**src/rtl/fsad_pkg.sv**
```systemverilog
// Shared codes and widths for the four-bit slice datapath.
package fsad_pkg;

	// ----------------------------------------
	// Widths
	// ----------------------------------------
	localparam int DATA_W = 4;
	localparam int ADDR_W = 4;
	localparam int WORDS = 16;
	localparam int CODE_W = 3;

	// ----------------------------------------
	// Microinstruction fields
	// ----------------------------------------
	typedef enum logic [2:0] {
		SRC_AQ = 3'b000,
		SRC_AB = 3'b001,
		SRC_ZQ = 3'b010,
		SRC_ZB = 3'b011,
		SRC_ZA = 3'b100,
		SRC_DA = 3'b101,
		SRC_DQ = 3'b110,
		SRC_DZ = 3'b111
	} fsad_src_type;

	typedef enum logic [2:0] {
		FN_ADD = 3'b000,
		FN_SUBR = 3'b001,
		FN_SUBS = 3'b010,
		FN_OR = 3'b011,
		FN_AND = 3'b100,
		FN_MASK = 3'b101,
		FN_XOR = 3'b110,
		FN_XNOR = 3'b111
	} fsad_func_type;

	typedef enum logic [2:0] {
		DST_QREG = 3'b000,
		DST_NOP = 3'b001,
		DST_RAMA = 3'b010,
		DST_RAMF = 3'b011,
		DST_RAMQD = 3'b100,
		DST_RAMD = 3'b101,
		DST_RAMQU = 3'b110,
		DST_RAMU = 3'b111
	} fsad_dest_type;

	localparam logic [3:0] ZERO_WORD = 4'h0;

endpackage

```
**src/rtl/fsad_alu.sv**
```systemverilog
// Eight-function ALU with lookahead and status terms.
`timescale 1ns/1ps
module fsad_alu (
	input wire logic [3:0] r,
	input wire logic [3:0] s,
	input wire fsad_pkg::fsad_func_type func,
	input wire logic carry_in,
	output logic [3:0] f,
	output logic carry_out,
	output logic propagate_n,
	output logic generate_n,
	output logic overflow
);

	logic [3:0] rr;
	logic [3:0] ss;
	logic [3:0] p;
	logic [3:0] g;
	logic pall;
	logic glook;
	logic [4:0] sum;
	logic [3:0] low;
	logic t2;
	logic t3;

	// ----------------------------------------
	// Operand conditioning and carry terms
	// ----------------------------------------
	always_comb begin
		rr = r;
		ss = s;
		if (func == fsad_pkg::FN_SUBR || func == fsad_pkg::FN_MASK || func == fsad_pkg::FN_XOR) begin
			rr = ~r;
		end
		if (func == fsad_pkg::FN_SUBS) begin
			ss = ~s;
		end
		p = rr | ss;
		g = rr & ss;
		pall = &p;
		glook = g[3] | (p[3] & g[2]) | (p[3] & p[2] & g[1]) | (p[3] & p[2] & p[1] & g[0]);
		sum = {1'b0, rr} + {1'b0, ss} + {4'h0, carry_in};
		low = {1'b0, rr[2:0]} + {1'b0, ss[2:0]} + {3'h0, carry_in};
		t2 = ~p[2] | (~g[2] & ~p[1]) | (~g[2] & ~g[1] & ~p[0]) | (~g[2] & ~g[1] & ~g[0] & carry_in);
		t3 = ~p[3] | (~g[3] & ~p[2]) | (~g[3] & ~g[2] & ~p[1]) | (~g[3] & ~g[2] & ~g[1] & ~p[0])
			| (~g[3] & ~g[2] & ~g[1] & ~g[0] & carry_in);
		case (func)
			fsad_pkg::FN_ADD, fsad_pkg::FN_SUBR, fsad_pkg::FN_SUBS: begin
				f = sum[3:0];
				carry_out = sum[4];
				propagate_n = ~pall;
				generate_n = ~glook;
				overflow = low[3] ^ sum[4];
			end
			fsad_pkg::FN_OR: begin
				f = r | s;
				carry_out = ~pall | carry_in;
				propagate_n = 1'b0;
				generate_n = pall;
				overflow = ~pall | carry_in;
			end
			fsad_pkg::FN_AND, fsad_pkg::FN_MASK: begin
				f = rr & s;
				carry_out = (|g) | carry_in;
				propagate_n = 1'b0;
				generate_n = ~(|g);
				overflow = (|g) | carry_in;
			end
			default: begin
				f = (func == fsad_pkg::FN_XOR) ? (r ^ s) : ~(r ^ s);
				carry_out = ~glook | (pall & (g[0] | ~carry_in));
				propagate_n = |g;
				generate_n = glook;
				overflow = t2 ^ t3;
			end
		endcase
	end

endmodule

```
**src/rtl/fsad_regfile.sv**
```systemverilog
// Sixteen-word by four-bit register file with two read ports.
`timescale 1ns/1ps
module fsad_regfile (
	input wire logic clk,
	input wire logic rst,
	input wire logic [3:0] a_address,
	input wire logic [3:0] b_address,
	input wire logic write_en,
	input wire logic [3:0] write_data,
	output logic [3:0] a_data,
	output logic [3:0] b_data
);

	logic [3:0] mem_q [fsad_pkg::WORDS];
	logic [3:0] mem_d [fsad_pkg::WORDS];

	// ----------------------------------------
	// Storage
	// ----------------------------------------
	// Words are never cleared; software must write before reading.
	genvar gi;
	generate
		for (gi = 0; gi < fsad_pkg::WORDS; gi++) begin : g_word
			always_comb begin
				mem_d[gi] = mem_q[gi];
				if (write_en && b_address == 4'(gi)) begin
					mem_d[gi] = write_data;
				end
			end
			always_ff @(posedge clk) begin
				mem_q[gi] <= mem_d[gi];
			end
		end
	endgenerate

	// Reads see the word before this cycle's write, as the port latches intend.
	always_comb begin
		a_data = mem_q[a_address];
		b_data = mem_q[b_address];
	end

	chk_rf_write: assert property (@(posedge clk) disable iff (rst)
		write_en |=> mem_q[$past(b_address)] == $past(write_data))
		else $error("register file word not written");

	chk_rf_same_port: assert property (@(posedge clk) disable iff (rst)
		(a_address == b_address) |-> (a_data == b_data))
		else $error("equal addresses gave different data");

endmodule

```
**src/rtl/fsad_top.sv**
```systemverilog
// Four-bit cascadable datapath slice: operand select, ALU, shifters, Q and output mux.
`timescale 1ns/1ps
// How it works
// - Source code picks R,S: AQ, AB, 0Q, 0B, 0A, DA, DQ, D0.
// - Function code picks add, two subtracts, OR, AND, mask, XOR, XNOR.
// - Arithmetic adds carry in; subtraction adds ones complement plus carry.
// - Logic functions ignore carry in for the result.
// - Carry out of the ALU is active high, as is carry in.
// - Active-low group propagate and generate feed an outside lookahead unit.
// - Propagate and generate follow bitwise OR/AND terms, complemented subtrahend.
// - Sign pin shows result MSB regardless of output enable.
// - Zero detect is open drain, released high when result is zero.
// - Arithmetic overflow is carry into MSB differing from carry out.
// - Dest 0 loads Q, 1 nothing, 2/3 write B; 2 outputs A.
// - Dest 4/5 write result shifted down; 4 also shifts Q down.
// - Dest 6/7 write result shifted up; 6 also shifts Q up.
// - Shift pins drive only when emitting; otherwise they are inputs.
// - Q mux takes the result unshifted, Q shifted up or down, else Q unchanged.
// - Active-low output enable drives or releases the data outputs.
// - Q loads on the rising clock edge when selected.
// - Read ports hold pre-write data so reads never race writes.
// - Enabled writes store the shifter output at the B address.
// - Sixteen four-bit words, two independent read addresses.
// - Direct data, carry in and the shift pin inputs are the only ways external data enters.
module fsad_top (
	input wire logic clk,
	input wire logic rst,
	input wire logic [2:0] source_select_code,
	input wire logic [2:0] function_select_code,
	input wire logic [2:0] destination_select_code,
	input wire logic [3:0] a_address,
	input wire logic [3:0] b_address,
	input wire logic [3:0] direct_data,
	input wire logic carry_input,
	input wire logic output_enable_n,
	output logic [3:0] y_out,
	output logic y_oe,
	output logic carry_output,
	output logic propagate_n,
	output logic generate_n,
	output logic result_sign_bit,
	output logic zero_detect_out,
	output logic zero_detect_oe,
	output logic twos_complement_overflow,
	input wire logic regfile_lsb_shift_pin_in,
	output logic regfile_lsb_shift_pin_out,
	output logic regfile_lsb_shift_pin_oe,
	input wire logic regfile_msb_shift_pin_in,
	output logic regfile_msb_shift_pin_out,
	output logic regfile_msb_shift_pin_oe,
	input wire logic work_reg_lsb_shift_pin_in,
	output logic work_reg_lsb_shift_pin_out,
	output logic work_reg_lsb_shift_pin_oe,
	input wire logic work_reg_msb_shift_pin_in,
	output logic work_reg_msb_shift_pin_out,
	output logic work_reg_msb_shift_pin_oe
);

	fsad_pkg::fsad_src_type src;
	fsad_pkg::fsad_func_type func;
	fsad_pkg::fsad_dest_type dest;
	logic [3:0] a_data;
	logic [3:0] b_data;
	logic [3:0] r;
	logic [3:0] s;
	logic [3:0] f;
	logic [3:0] q_q;
	logic [3:0] q_d;
	logic ram_we;
	logic [3:0] ram_wdata;

	assign src = fsad_pkg::fsad_src_type'(source_select_code);
	assign func = fsad_pkg::fsad_func_type'(function_select_code);
	assign dest = fsad_pkg::fsad_dest_type'(destination_select_code);

	// ----------------------------------------
	// Register file
	// ----------------------------------------
	fsad_regfile u_regfile (
		.clk(clk),
		.rst(rst),
		.a_address(a_address),
		.b_address(b_address),
		.write_en(ram_we),
		.write_data(ram_wdata),
		.a_data(a_data),
		.b_data(b_data)
	);

	// ----------------------------------------
	// Operand select
	// ----------------------------------------
	// The outputs stay combinational so that cascaded slices see each other's
	// shift and carry terms within the same microcycle.
	always_comb begin
		case (src)
			fsad_pkg::SRC_AQ: begin
				r = a_data;
				s = q_q;
			end
			fsad_pkg::SRC_AB: begin
				r = a_data;
				s = b_data;
			end
			fsad_pkg::SRC_ZQ: begin
				r = fsad_pkg::ZERO_WORD;
				s = q_q;
			end
			fsad_pkg::SRC_ZB: begin
				r = fsad_pkg::ZERO_WORD;
				s = b_data;
			end
			fsad_pkg::SRC_ZA: begin
				r = fsad_pkg::ZERO_WORD;
				s = a_data;
			end
			fsad_pkg::SRC_DA: begin
				r = direct_data;
				s = a_data;
			end
			fsad_pkg::SRC_DQ: begin
				r = direct_data;
				s = q_q;
			end
			default: begin
				r = direct_data;
				s = fsad_pkg::ZERO_WORD;
			end
		endcase
	end

	// ----------------------------------------
	// ALU
	// ----------------------------------------
	fsad_alu u_alu (
		.r(r),
		.s(s),
		.func(func),
		.carry_in(carry_input),
		.f(f),
		.carry_out(carry_output),
		.propagate_n(propagate_n),
		.generate_n(generate_n),
		.overflow(twos_complement_overflow)
	);

	// ----------------------------------------
	// Status and data outputs
	// ----------------------------------------
	always_comb begin
		result_sign_bit = f[3];
		zero_detect_out = 1'b0;
		zero_detect_oe = (f != fsad_pkg::ZERO_WORD);
		y_out = (dest == fsad_pkg::DST_RAMA) ? a_data : f;
		y_oe = ~output_enable_n;
	end

	// ----------------------------------------
	// RAM shifter and shift pins
	// ----------------------------------------
	always_comb begin
		ram_we = 1'b0;
		ram_wdata = f;
		regfile_lsb_shift_pin_out = f[0];
		regfile_msb_shift_pin_out = f[3];
		work_reg_lsb_shift_pin_out = q_q[0];
		work_reg_msb_shift_pin_out = q_q[3];
		regfile_lsb_shift_pin_oe = 1'b0;
		regfile_msb_shift_pin_oe = 1'b0;
		work_reg_lsb_shift_pin_oe = 1'b0;
		work_reg_msb_shift_pin_oe = 1'b0;
		case (dest)
			fsad_pkg::DST_RAMA, fsad_pkg::DST_RAMF: begin
				ram_we = 1'b1;
			end
			fsad_pkg::DST_RAMQD, fsad_pkg::DST_RAMD: begin
				ram_we = 1'b1;
				ram_wdata = {regfile_msb_shift_pin_in, f[3:1]};
				regfile_lsb_shift_pin_oe = 1'b1;
				work_reg_lsb_shift_pin_oe = 1'b1;
			end
			fsad_pkg::DST_RAMQU, fsad_pkg::DST_RAMU: begin
				ram_we = 1'b1;
				ram_wdata = {f[2:0], regfile_lsb_shift_pin_in};
				regfile_msb_shift_pin_oe = 1'b1;
				work_reg_msb_shift_pin_oe = 1'b1;
			end
			default: begin
				ram_we = 1'b0;
			end
		endcase
	end

	// ----------------------------------------
	// Q register
	// ----------------------------------------
	always_comb begin
		case (dest)
			fsad_pkg::DST_QREG: q_d = f;
			fsad_pkg::DST_RAMQD: q_d = {work_reg_msb_shift_pin_in, q_q[3:1]};
			fsad_pkg::DST_RAMQU: q_d = {q_q[2:0], work_reg_lsb_shift_pin_in};
			default: q_d = q_q;
		endcase
	end

	// No reset here: Q starts undefined, like the register file.
	always_ff @(posedge clk) begin
		q_q <= q_d;
	end

	// ----------------------------------------
	// Checks
	// ----------------------------------------
	chk_q_load_result: assert property (@(posedge clk) disable iff (rst)
		(dest == fsad_pkg::DST_QREG) |=> (q_q == $past(f)))
		else $error("Q did not load the ALU result");

	chk_q_shift_down: assert property (@(posedge clk) disable iff (rst)
		(dest == fsad_pkg::DST_RAMQD) |=> (q_q == {$past(work_reg_msb_shift_pin_in), $past(q_q[3:1])}))
		else $error("Q down shift wrong");

	chk_q_shift_up: assert property (@(posedge clk) disable iff (rst)
		(dest == fsad_pkg::DST_RAMQU) |=> (q_q == {$past(q_q[2:0]), $past(work_reg_lsb_shift_pin_in)}))
		else $error("Q up shift wrong");

	chk_q_holds: assert property (@(posedge clk) disable iff (rst)
		(dest inside {fsad_pkg::DST_NOP, fsad_pkg::DST_RAMA, fsad_pkg::DST_RAMF, fsad_pkg::DST_RAMD,
		fsad_pkg::DST_RAMU}) |=> $stable(q_q))
		else $error("Q changed without a load");

	chk_pins_idle: assert property (@(posedge clk) disable iff (rst)
		(dest[2] == 1'b0) |-> !(regfile_lsb_shift_pin_oe || regfile_msb_shift_pin_oe
		|| work_reg_lsb_shift_pin_oe || work_reg_msb_shift_pin_oe))
		else $error("shift pin driven without a shift");

	chk_pins_down: assert property (@(posedge clk) disable iff (rst)
		(dest == fsad_pkg::DST_RAMD) |-> regfile_lsb_shift_pin_oe && !regfile_msb_shift_pin_oe
		&& regfile_lsb_shift_pin_out == f[0] && ram_wdata[3] == regfile_msb_shift_pin_in)
		else $error("down shift pins wrong");

	chk_y_port_a: assert property (@(posedge clk) disable iff (rst)
		(dest == fsad_pkg::DST_RAMA) |-> (y_out == a_data) && ram_we)
		else $error("A port not on data outputs");

	chk_zero_flag: assert property (@(posedge clk) disable iff (rst)
		(zero_detect_oe == 1'b0) |-> (f == fsad_pkg::ZERO_WORD) && (result_sign_bit == 1'b0))
		else $error("zero detect released on nonzero result");

	chk_sub_true: assert property (@(posedge clk) disable iff (rst)
		(func == fsad_pkg::FN_SUBS && carry_input) |-> (f == 4'(r - s)))
		else $error("R minus S with carry not exact");

	chk_or_ignore_cin: assert property (@(posedge clk) disable iff (rst)
		(func == fsad_pkg::FN_OR) |-> (f == (r | s)))
		else $error("OR result depends on carry");

	chk_add_overflow: assert property (@(posedge clk) disable iff (rst)
		(func == fsad_pkg::FN_ADD && r[3] == s[3]) |-> (twos_complement_overflow == (f[3] != r[3])))
		else $error("overflow flag wrong for add");

	chk_y_enable: assert property (@(posedge clk) disable iff (rst)
		output_enable_n |-> !y_oe)
		else $error("data outputs driven while disabled");

	chk_src_zero_r: assert property (@(posedge clk) disable iff (rst)
		(src inside {fsad_pkg::SRC_ZQ, fsad_pkg::SRC_ZB, fsad_pkg::SRC_ZA}) |-> (r == fsad_pkg::ZERO_WORD))
		else $error("zero operand not selected");

	chk_src_direct: assert property (@(posedge clk) disable iff (rst)
		(src inside {fsad_pkg::SRC_DA, fsad_pkg::SRC_DQ, fsad_pkg::SRC_DZ}) |-> (r == direct_data))
		else $error("direct data not on R");

	chk_src_q_pick: assert property (@(posedge clk) disable iff (rst)
		(src inside {fsad_pkg::SRC_AQ, fsad_pkg::SRC_ZQ, fsad_pkg::SRC_DQ}) |-> (s == q_q))
		else $error("Q not on S");

	chk_sign_free: assert property (@(posedge clk) disable iff (rst)
		output_enable_n |-> (result_sign_bit == f[3]))
		else $error("sign pin lost while outputs disabled");

	chk_pins_up: assert property (@(posedge clk) disable iff (rst)
		(dest == fsad_pkg::DST_RAMU) |-> regfile_msb_shift_pin_oe && !regfile_lsb_shift_pin_oe
		&& work_reg_msb_shift_pin_oe && regfile_msb_shift_pin_out == f[3]
		&& work_reg_msb_shift_pin_out == q_q[3] && ram_wdata[0] == regfile_lsb_shift_pin_in)
		else $error("up shift pins wrong");

	chk_and_ignore_cin: assert property (@(posedge clk) disable iff (rst)
		(func == fsad_pkg::FN_AND) |-> (f == (r & s)))
		else $error("AND result depends on carry");

	chk_add_carry: assert property (@(posedge clk) disable iff (rst)
		(func == fsad_pkg::FN_ADD) |-> ({carry_output, f} == {1'b0, r} + {1'b0, s} + {4'h0, carry_input}))
		else $error("sum or carry out wrong for add");

	chk_add_propagate: assert property (@(posedge clk) disable iff (rst)
		(func == fsad_pkg::FN_ADD) |-> (propagate_n == !(&(r | s))))
		else $error("group propagate wrong for add");

	chk_or_carry: assert property (@(posedge clk) disable iff (rst)
		(func == fsad_pkg::FN_OR) |-> (carry_output == (!(&(r | s)) || carry_input)))
		else $error("carry out wrong for OR");

	chk_xnor_propagate: assert property (@(posedge clk) disable iff (rst)
		(func == fsad_pkg::FN_XNOR) |-> (propagate_n == (|(r & s))))
		else $error("group propagate wrong for XNOR");

	chk_ram_no_write: assert property (@(posedge clk) disable iff (rst)
		(dest inside {fsad_pkg::DST_QREG, fsad_pkg::DST_NOP}) |-> !ram_we)
		else $error("register file written on a no-write code");

endmodule

```
**config.mk**
```make
export PLATFORM = sky130hd
export DESIGN_NAME = fsad_top
export DESIGN_NICKNAME = d
export VERILOG_FILES = /design/src/rtl/fsad_pkg.sv /design/src/rtl/fsad_alu.sv /design/src/rtl/fsad_regfile.sv /design/src/rtl/fsad_top.sv
export SDC_FILE = /design/constraint.sdc
export NUM_CORES = 1
export LEC_CHECK = 0
export BUFFER_PORTS_ARGS = -buffer_cell sky130_fd_sc_hd__clkbuf_2
export CORE_UTILIZATION = 44
export DETAILED_ROUTE_END_ITERATION = 10
export SLEW_MARGIN = 20
export SYNTH_ARGS = -nofsm -noshare
export SYNTH_HDL_FRONTEND = slang
export SYNTH_SLANG_ARGS = --single-unit
```
**constraint.sdc**
```tcl
create_clock -name clk -period 6.95 [get_ports clk]
set_input_delay 1.7375 -clock clk [delete_from_list [all_inputs] [get_ports clk]]
set_output_delay 1.7375 -clock clk [all_outputs]
set_load 0.005 [all_outputs]
```
==> impl_results.md, run 1 <==
* Status: finished clean
* # H-tree levels at 3
* Leakage at 1.98 nW
* Main flop type after synthesis: edfxtp_1
* WP data required at 5.21 ns
* Number of synthesized flops with an enable pin at 68
* Async set-reset flop share out of synthesis at 0%
* Peak supply drop at 0.000147 V
* Largest net degree at the start of global routing at 23
* Syn_nets at 404
* Post-route ant nets at 0
* Die area at 10700 µm²
* Storage cell area at 2040 µm²
* Worst path most repeated cell: clkbuf_2
* Delay-heaviest family, CP: simple AND/OR/NAND/NOR gates
* CTS root buffer: clkbuf_8
* Detailed-route wire length per cell at 20.2 µm
* Maximum Capacitance Violations at 0
* Synthesized area per cell at 12.6 µm²
* Final nets at 462
* Crit. path cell count at 14
* Share of the yosys chip area belonging to registers at 45.0%
* DRC Markers at 0
* Synth Cell Area at 4540 µm²
* Synthesized flop and latch total at 68
* YS warnings at 0
* Starting Density at 46.0%
* Initial antenna violation count at 0
* Final wirelength at 11300 µm
* Worst path max stage delay at 0.57 ns
* GR Overflow Total at 0
* CP Capture Type: output pin
* Reg clk slew, reported paths at 0.07 ns
* Slew Limit Fails at 0
* TritonCTS Buffers at 9
* Area of the multi-input gates at 2280 µm²
* Number of global-route vias before repair at 3159
* Relative slew margins at 47.3%
* Critical path type: in -> out
* Share of cells above drive strength 1 at 33.7%
* Worst Setup Start Kind: primary input
* Die W at 104 µm
* Final worst slack at 0.134 ns
* Buffers on Ports at 46
* CTS tree: done
* Worst-path cell chain: clkbuf_2, buf_12, mux4_2, nand2b_1, a22oi_2, nand2b_4, nand3_1, xor2_1, inv_1, ha_2, or4_4, a221o_1, a21oi_1, clkbuf_2
* Fmax at 147 MHz
* TNS Setup at 0 ns
* CP Buf/Inv Count at 4
* Placed cell count at 536
* CP max stage cell: or4_4
* I/O Pins at 49
* Worst Reg-to-Reg Cells at 15
* Area Growth Syn to Fin at 15.1%
* Power Dens Cells at 224 nW/µm²
* Worst-Margin Slew at 0.785 ns
* Core area at 9860 µm²
* Die Span Y at 104 µm
* Final non-filler cell total at 557
* # diodes at 0
* Final setup vio count at 0
* # fillers at 847
* Vias per cell at 5.87
* Pre-CTS setup slack at 0.0130 ns
* Max Root-Sink Buffers at 2
* Final count of hold timing violations at 0
* Drt first pass iters at 7
* Row cnt at 36
* Final weighted congestion in routability-driven placement at 0.875
* # clock sinks at 68
* HPWL after detailed placement at 8730 µm
* Tcrit/Tclk final at 98.1%
* Crit path DAT at 5.08 ns
* Final Skew at 0.00940 ns
* Minimum clock period after layout at 6.82 ns
* Final Hold Slack at 0.734 ns
* First-pass GRT wire length at 17600 µm
* Total power at 1.17 mW
* Gr usage total at 21.7%
* Post-synthesis instance total at 361
* Hold Path Cell Cnt at 2
* Via count at 3267
* CP max FO at 15
* Initial drt markers at 219
* RSZ-0062 raised after global routing: false
* CTS Hold Bufs at 0
* Hold WC Path Type: reg -> reg
* Synth cell types at 62
* Skew-Pair Late Insertion Delay at 0.35 ns
final timing paths:
| kind | slack, ns | to | startpoint |
|---|---|---|---|
| setup / recovery | 0.13 | generate_n | a_address[3] |
| hold / removal | 0.73 | q_q[0] | q_q[1] |
| setup reg to reg | 2.80 | u_regfile.mem_q[13][3] | u_regfile.mem_q[14][1] |
| hold reg to reg | 0.73 | q_q[0] | q_q[1] |
cell usage in the layout, fill, tap and decap left out, types with 5 or more instances in the layout:
cell type / instances
a21oi_1: 9
a221oi_1: 8
buf_4: 19
clkbuf_2: 45
clkbuf_8: 9
edfxtp_1: 68
ha_1: 11
inv_1: 24
mux2_2: 6
mux2i_1: 29
mux4_2: 22
nand2_1: 14
nand2b_1: 16
nand3_1: 5
nor2_1: 27
nor2b_1: 7
nor3_1: 9
o21ai_0: 9
xnor2_1: 5
worst register-to-register path, stage by stage (launching register included):
cell and delay, ns:
edfxtp_1 0.43, mux4_2 0.47, nand2b_1 0.20, a22oi_2 0.32, nand2b_4 0.20, nand3_1 0.12
xor2_1 0.23, ha_1 0.26, a21o_1 0.19, a21oi_2 0.16, xnor2_1 0.15, a22oi_1 0.10
o31a_1 0.21, buf_4 0.17, buf_4 0.13, o21ai_2 0.51
final cells by class:
cell class	count	share of cell area [%]
Clock inverter	6	1.22
Timing Repair Buffer	69	8.53
Clock buffer	10	2.44
Inverter	25	1.80
Sequential cell	68	39.1
Multi-Input combinational cell	246	43.7
Tap cell	133	3.19
report_power, final:
group / internal, mW / switching [mW]
combinational: 0.157 / 0.193
clock: 0.166 / 0.154
sequential: 0.490 / 0.00926
total: 0.812 / 0.356
per-layer routing:
metal,vias up,part of all wire (%),global-route usage [%]
li1,1491,-,-
met1,1623,44,29.5
met2,129,48,34.9
met3,24,5.9,4.59
met4,0,2.1,6.94
met5,-,0,0
logic make-up (layout without fill, tap and decap cells):
group                    after synthesis  in the layout  share of synthesized area, %
adder cells (fa/ha/maj)               14             14                          4.19
flip-flops                            68             68                          45.0
AO/OA/AOI/OAI                         70             70                          12.1
AND/OR/NAND/NOR                       90             90                          9.99
multiplexers                          59             59                          20.0
XOR/XNOR                              12             12                          2.65
buffers and inverters                 47            110                          5.99
other                                  1              1                        0.0827
cell usage after synthesis (5+ instances only):
library cell  instances  area share [%]
nor2_1               27             2.2
o21ai_0              10             1.1
nand2_1              14             1.2
inv_1                24             2.0
mux4_2               22              11
mux2_2                6             1.5
nand2b_1             17             2.3
clkbuf_1              6            0.50
nor3_1                9            0.99
a221oi_1              9             1.7
mux2i_1              29             6.4
edfxtp_1             68              45
a21oi_1              12             1.3
ha_1                 12             3.3
nor2b_1               7            0.97
nand3_1               5            0.55
xnor2_1               6             1.2
repair_timing:
action	in CTS	in global routing
endpoints found under the setup margin	0	9
gates resized for setup	0	19
setup buffers	0	5
state kept, by name (all words and copies together), names as in the netlist:
name	cells
u_regfile.mem_q	64
q_q	4
metrics by stage:
step | utilization, % | area (µm²)
after global routing | 52.9 | 5220
after floorplan | - | 4540
final | 52.9 | 5220
after detailed placement | 49.9 | 4920
after CTS | 51.8 | 5110
after global placement | 49.8 | 4910
Power figures use the tool's default switching activity.
==> inputs of run 2 (changes only) <==
Settings changed: CORE_UTILIZATION 44 to 55, PLACE_DENSITY set to 0.75, REMOVE_ABC_BUFFERS set to 1.
==> run 2 against run 1 <==
Critical endpoint is now y_out[3]. Clock power decreased by 4%. Routed wire length decreased by 2.8%. Worst hold slack improved by 0.0075 ns. Global-route usage increased by 5.4 points. Non-clock buffer count decreased by 2. Total power decreased by 1.9%. Sequential share of layout area increased by 0.54 points. Highest routed layer unchanged.
==> impl_results.md, run 2 (synthesis results as in run 1) <==
* Status: finished clean (unchanged)
* Core area at 7850 µm² (was 9860 µm²)
* Reg clk slew, reported paths at 0.07 ns (about the same)
* Delay-heaviest family, CP: compound AO/OA/AOI/OAI gates (was simple AND/OR/NAND/NOR gates)
* Minimum clock period after layout at 6.82 ns (about the same)
* Peak supply drop at 0.000152 V (was 0.000147 V)
* Met3 Use GR at 6.08% (was 4.59%)
* CP Launch Point: a_address[2] (was a_address[3])
* Share of cells above drive strength 1 at 31.8% (was 33.7%)
* GR Overflow Total at 0 (unchanged)
* Buffers on Ports at 46 (unchanged)
* Vias per cell at 6.31 (was 5.87)
* Crit path DAT at 5.08 ns (about the same)
* Global routing usage on met2 at 44.0% (was 34.9%)
* I/O Pins at 49 (unchanged)
* Initial drt markers at 328 (was 219)
* Row cnt at 32 (was 36)
* Gr busiest metal: met2 (unchanged)
* CP max stage cell: mux4_2 (was or4_4)
* WP data required at 5.21 ns (about the same)
* # H-tree levels at 3 (unchanged)
* Hold WC Path Type: reg -> reg (unchanged)
* Skew-Pair Late Insertion Delay at 0.35 ns (about the same)
* # clock sinks at 68 (unchanged)
* Hold endpoint: q_q[2] (was q_q[0])
* Most flops, register: u_regfile.mem_q (unchanged)
* Post-route ant nets at 0 (unchanged)
* CTS root buffer: clkbuf_8 (unchanged)
* Final weighted congestion in routability-driven placement at 0.928 (was 0.875)
* First-pass GRT wire length at 17000 µm (was 17600 µm)
* Number of flip-flops in the largest register at 64 (unchanged)
* Final non-filler cell total at 523 (was 557)
* CTS Hold Bufs at 0 (unchanged)
* Area Growth Syn to Fin at 13.6% (was 15.1%)
* Slew Limit Fails at 0 (unchanged)
* Top Registers: u_regfile.mem_q x64, q_q x4 (unchanged)
* Fmax at 147 MHz (about the same)
* Placed cell count at 504 (was 536)
* Hold Startpoint: q_q[3] (was q_q[1])
* CP max FO at 8 (was 15)
* Die W at 92.8 µm (was 104 µm)
* Detailed-route wire length per cell at 20.9 µm (was 20.2 µm)
* Worst-path cell chain: clkbuf_4, buf_8, mux4_2, nand2b_1, a22oi_2, buf_4, a2bb2oi_4, xor2_2, buf_4, ha_1, a21o_1, a21oi_1, xnor2_1, a22oi_1, o31a_1, mux2i_1, clkbuf_2 (was clkbuf_2, buf_12, mux4_2, nand2b_1, a22oi_2, nand2b_4, nand3_1, xor2_1, inv_1, ha_2, or4_4, a221o_1, a21oi_1, clkbuf_2)
* Power Dens Cells at 222 nW/µm² (was 224 nW/µm²)
* Commonest cells after routing, fill and taps aside: 68 x edfxtp_1, 43 x clkbuf_2, 29 x mux2i_1 (was 68 x edfxtp_1, 45 x clkbuf_2, 29 x mux2i_1)
* Hold Path Cell Cnt at 2 (unchanged)
* Final Hold Slack at 0.741 ns (was 0.734 ns)
* Critical path type: in -> out (unchanged)
* Reg2reg start: u_regfile.mem_q[7][0] (was u_regfile.mem_q[14][1])
* Starting Density at 57.8% (was 46.0%)
* Worst Setup Start Kind: primary input (unchanged)
* Pre-CTS setup slack at 0.0215 ns (was 0.0130 ns)
* Drt first pass iters at 5 (was 7)
* Via count at 3299 (was 3267)
* Max Root-Sink Buffers at 2 (unchanged)
* Worst path most repeated cell: buf_4 (was clkbuf_2)
* Relative slew margins at 37.2% (was 47.3%)
* Final setup vio count at 0 (unchanged)
* Gr usage total at 27.2% (was 21.7%)
* Initial antenna violation count at 0 (unchanged)
* Final worst slack at 0.135 ns (was 0.134 ns)
* HPWL after detailed placement at 8220 µm (was 8730 µm)
* Largest net degree at the start of global routing at 23 (unchanged)
* Die area at 8610 µm² (was 10700 µm²)
* CP Capture Type: output pin (unchanged)
* Final count of hold timing violations at 0 (unchanged)
* Maximum Capacitance Violations at 0 (unchanged)
* Worst-Margin Slew at 0.935 ns (was 0.785 ns)
* Final nets at 460 (was 462)
* Number of global-route vias before repair at 3185 (was 3159)
* Die Span Y at 92.8 µm (was 104 µm)
* # diodes at 0 (unchanged)
* DRC Markers at 0 (unchanged)
* Final wirelength at 10900 µm (was 11300 µm)
* Worst Reg-to-Reg Cells at 14 (was 15)
* Tcrit/Tclk final at 98.1% (about the same)
* GR Util met1 at 35.6% (was 29.5%)
* CTS tree: done (unchanged)
* CP Buf/Inv Count at 5 (was 4)
* Final Skew at 0.00794 ns (was 0.00940 ns)
* Reg2Reg Setup Slack at 2.77 ns (was 2.80 ns)
* Worst path max stage delay at 0.49 ns (was 0.57 ns)
* TritonCTS Buffers at 9 (unchanged)
* Leakage at 1.97 nW (was 1.98 nW)
* Commonest non-fill, non-tap cell in the layout: edfxtp_1 (unchanged)
* Crit Reg-Reg Endpoint: u_regfile.mem_q[5][3] (was u_regfile.mem_q[13][3])
run 2: changes by cell type in the layout (fill, tap and decap cells not counted), sizes merged:
cell and delta:
buf -3, clkinvlp -1, inv -1, clkbuf +2
run 2: worst reg2reg max path: cells and delay by family (launching register included):
kind,cells,cell delay (ns)
AOI/OAI and AO/OA,7,1.63
xor gates and xnor gates,2,0.31
adders and majority gates,1,0.44
buffers and inverters,2,0.29
muxes,2,0.80
DFF,1,0.42
run 2: cell type report:
cell class | instances | area, µm²
clock buffer | 11 | 131
clock inverter | 4 | 51.3
fill | 597 | 2700
inverter | 25 | 93.8
multi-input combinational | 246 | 2280
sequential | 68 | 2040
tap | 102 | 128
timing repair buffer | 67 | 428
run 2: power breakdown:
part / internal, mW / switching (mW)
Combinational: 0.152 / 0.190
Clock: 0.164 / 0.141
Sequential: 0.490 / 0.00936
run 2: how the worst max path moves through the flow:
stage,to,slack [ns],depth (start not counted)
floorplan,generate_n,0.62,9
global placement,twos_complement_overflow,0.08,16
detailed placement,twos_complement_overflow,0.02,16
CTS,twos_complement_overflow,0.003,16
global route,zero_detect_oe,-0.04,17
finish,y_out[3],0.13,17
run 2: per-stage QoR:
step	TNS (ns)	total power, mW	utilization, %	area [µm²]
3_5_place_dp	0	0.833	62.0	4870
4_1_cts	0	1.13	64.4	5050
2_1_floorplan	0	0.705	-	4360
6_report	0	1.15	65.6	5150
3_3_place_gp	0	0.825	62.0	4870
5_1_grt	-0.0703	1.20	65.6	5150
run 2: layer usage:
| metal | vias to the layer above | share of wire, % |
|---|---|---|
| met5 | - | 0 |
| met4 | 0 | 2.8 |
| met3 | 28 | 8.6 |
| met2 | 205 | 48 |
| met1 | 1577 | 40 |
| li1 | 1489 | - |
run 2: timing repair:
action	CTS	global route
resized for setup	0	17
endpoints found under the hold margin	0	0
endpoints found under the setup margin	0	9
buffers inserted	0	4
==> inputs of run 3 (changes only) <==
Settings changed: CORE_UTILIZATION 55 to 45, PLACE_DENSITY 0.75 to unset.
==> run 3 against run 2 <==
Register-to-register slack worse by 0.02 ns. Critical endpoint is now twos_complement_overflow. Clock-buffer cell count fell by 2. Clock skew rose by 0.00072 ns. Critical path type unchanged.
==> impl_results.md, run 3 (synthesis results as in run 1) <==
* Post-route ant nets at 0 (unchanged)
* Reg clk slew, reported paths at 0.07 ns (about the same)
* Slew Limit Fails at 0 (unchanged)
* Relative slew margins at 37.9% (was 37.2%)
* Detailed-route wire length per cell at 20.6 µm (was 20.9 µm)
* Vias per cell at 5.85 (was 6.31)
* Initial antenna violation count at 0 (unchanged)
* Core area at 9770 µm² (was 7850 µm²)
* Via count at 3301 (was 3299)
* Max Root-Sink Buffers at 2 (unchanged)
* Pre-CTS setup slack at -0.00917 ns (was 0.0215 ns)
* Clock Power Share at 29.2% (was 26.6%)
* Combinational Power Share at 29.5% (was 29.9%)
* Internal Pwr Total at 0.849 mW (was 0.806 mW)
* Skew-Pair Late Insertion Delay at 0.35 ns (about the same)
* Final worst slack at 0.151 ns (was 0.135 ns)
* Top Registers: u_regfile.mem_q x64, q_q x4 (unchanged)
* Initial drt markers at 214 (was 328)
* Row cnt at 36 (was 32)
* CTS tree: done (unchanged)
* # H-tree levels at 3 (unchanged)
* DRC Markers at 0 (unchanged)
* Worst-Margin Slew at 0.925 ns (was 0.935 ns)
* Commonest non-fill, non-tap cell in the layout: edfxtp_1 (unchanged)
* Most flops, register: u_regfile.mem_q (unchanged)
* Final weighted congestion in routability-driven placement at 0.855 (was 0.928)
* # fillers at 855 (was 597)
* Leakage at 2.01 nW (was 1.97 nW)
* # diodes at 0 (unchanged)
* Crit path DAT at 5.06 ns (was 5.08 ns)
* Placed Area at 4930 µm² (was 4870 µm²)
* HPWL after detailed placement at 8810 µm (was 8220 µm)
* Die area at 10500 µm² (was 8610 µm²)
* Total power at 1.21 mW (was 1.15 mW)
* GR Overflow Total at 0 (unchanged)
* Net switching power figure at 0.359 mW (was 0.340 mW)
* Buffers on Ports at 46 (unchanged)
* TNS Setup at 0 ns (unchanged)
* Starting Density at 46.4% (was 57.8%)
* CTS Hold Bufs at 0 (unchanged)
* Final setup vio count at 0 (unchanged)
* Status: finished clean (unchanged)
* # clock sinks at 68 (unchanged)
* Largest net degree at the start of global routing at 23 (unchanged)
* Gr usage total at 23.3% (was 27.2%)
* Hold WC Path Type: reg -> reg (unchanged)
* Critical path type: in -> out (unchanged)
* Sequential power share at 41.3% (was 43.6%)
* Number of flip-flops in the largest register at 64 (unchanged)
* WP data required at 5.21 ns (about the same)
* Peak supply drop at 0.000121 V (was 0.000152 V)
* Share of cells above drive strength 1 at 33.6% (was 31.8%)
* Drt first pass iters at 4 (was 5)
* CP Capture Type: output pin (unchanged)
* Commonest cells after routing, fill and taps aside: 68 x edfxtp_1, 43 x clkbuf_2, 29 x mux2i_1, 29 x buf_4, 27 x nor2_1 (was 68 x edfxtp_1, 43 x clkbuf_2, 29 x mux2i_1)
* Area Growth Syn to Fin at 15.7% (was 13.6%)
* Reg2Reg Setup Slack at 2.75 ns (was 2.77 ns)
* Fmax at 147 MHz (about the same)
* Minimum clock period after layout at 6.80 ns (was 6.82 ns)
* First-pass GRT wire length at 17300 µm (was 17000 µm)
* Fin area at 5250 µm² (was 5150 µm²)
* Power Dens Cells at 230 nW/µm² (was 222 nW/µm²)
* Die W at 102 µm (was 92.8 µm)
* Final nets at 469 (was 460)
* Final Skew at 0.00865 ns (was 0.00794 ns)
* CP max FO at 6 (was 8)
* Final count of hold timing violations at 0 (unchanged)
* Final wirelength at 11600 µm (was 10900 µm)
* Maximum Capacitance Violations at 0 (unchanged)
* Net Sw Frac at 29.7% (about the same)
* Die Span Y at 102 µm (was 92.8 µm)
* Number of global-route vias before repair at 3095 (was 3185)
* CTS root buffer: clkbuf_8 (unchanged)
* I/O Pins at 49 (unchanged)
* Worst Setup Start Kind: primary input (unchanged)
* Tcrit/Tclk final at 97.8% (was 98.1%)
* TritonCTS Buffers at 9 (unchanged)
run 3: cell types whose count changed in the layout (fill, tap and decap cells not counted), moves of 2 or more:
cell | before | now
buf_12 | 2 | 0
buf_4 | 18 | 29
buf_6 | 0 | 2
clkbuf_1 | 2 | 0
clkinv_1 | 0 | 2
o21ai_0 | 8 | 10
o21ai_1 | 2 | 0
run 3: layout make-up:
cell class,count,area [µm²],share of cell area (%)
clock buffers,9,124,2.36
clock inverters,7,91.3,1.74
inverters,25,93.8,1.79
multi-input cells,246,2260,43.0
flip-flops and latches,68,2040,38.9
well taps,133,166,3.17
repair buffers,76,470,8.97
run 3: path summary, 6_finish.rpt:
path              cells past startpoint                       end                    from
setup / recovery                     13  twos_complement_overflow            a_address[2]
hold reg to reg                       2                    q_q[0]                  q_q[1]
hold / removal                        2                    q_q[0]                  q_q[1]
setup reg to reg                     14    u_regfile.mem_q[15][3]  u_regfile.mem_q[15][0]
run 3: routing by layer:
layer / wire, µm / global-route usage, % / vias up
met5: 0 / 0 / -
met4: 285 / 9.23 / 0
met3: 877 / 5.06 / 21
met2: 5440 / 37.1 / 149
met1: 5010 / 31.2 / 1621
li1: - / - / 1510
run 3: power by group through the flow:
stage | Clock (mW) | Combinational [mW] | Sequential (mW)
after global placement | 0 | 0.329 | 0.508
after global routing | 0.370 | 0.394 | 0.500
after floorplan | 0 | 0.202 | 0.503
final | 0.353 | 0.357 | 0.499
after CTS | 0.354 | 0.340 | 0.499
after detailed placement | 0 | 0.339 | 0.508
run 3: what timing repair did:
| action | CTS | global route |
|---|---|---|
| cloned | 0 | 0 |
| hold endpoints to repair | 0 | 0 |
| pin swaps | 0 | 8 |
| setup endpoints to repair | 3 | 9 |
| buffers inserted | 0 | 7 |
| resized for setup | 1 | 13 |
run 3: critical path: stages:
cell      delay (ns)
buf_4           0.16
mux4_1          0.56
mux4_2          0.58
a221oi_2        0.36
xnor2_1         0.19
inv_1           0.08
ha_1            0.20
or4_4           0.55
o211ai_1        0.16
o21ai_0         0.14
a21oi_1         0.13
o21ai_0         0.09
clkbuf_2        0.11
run 3: metrics by stage:
step                      hold slack [ns]  std cells  util [%]
after floorplan                     0.633        339         -
after global placement              0.712        540      50.3
after detailed placement            0.722        541      50.4
after CTS                           0.741        557      52.7
after global routing                0.769        564      53.7
final                               0.732        564      53.7
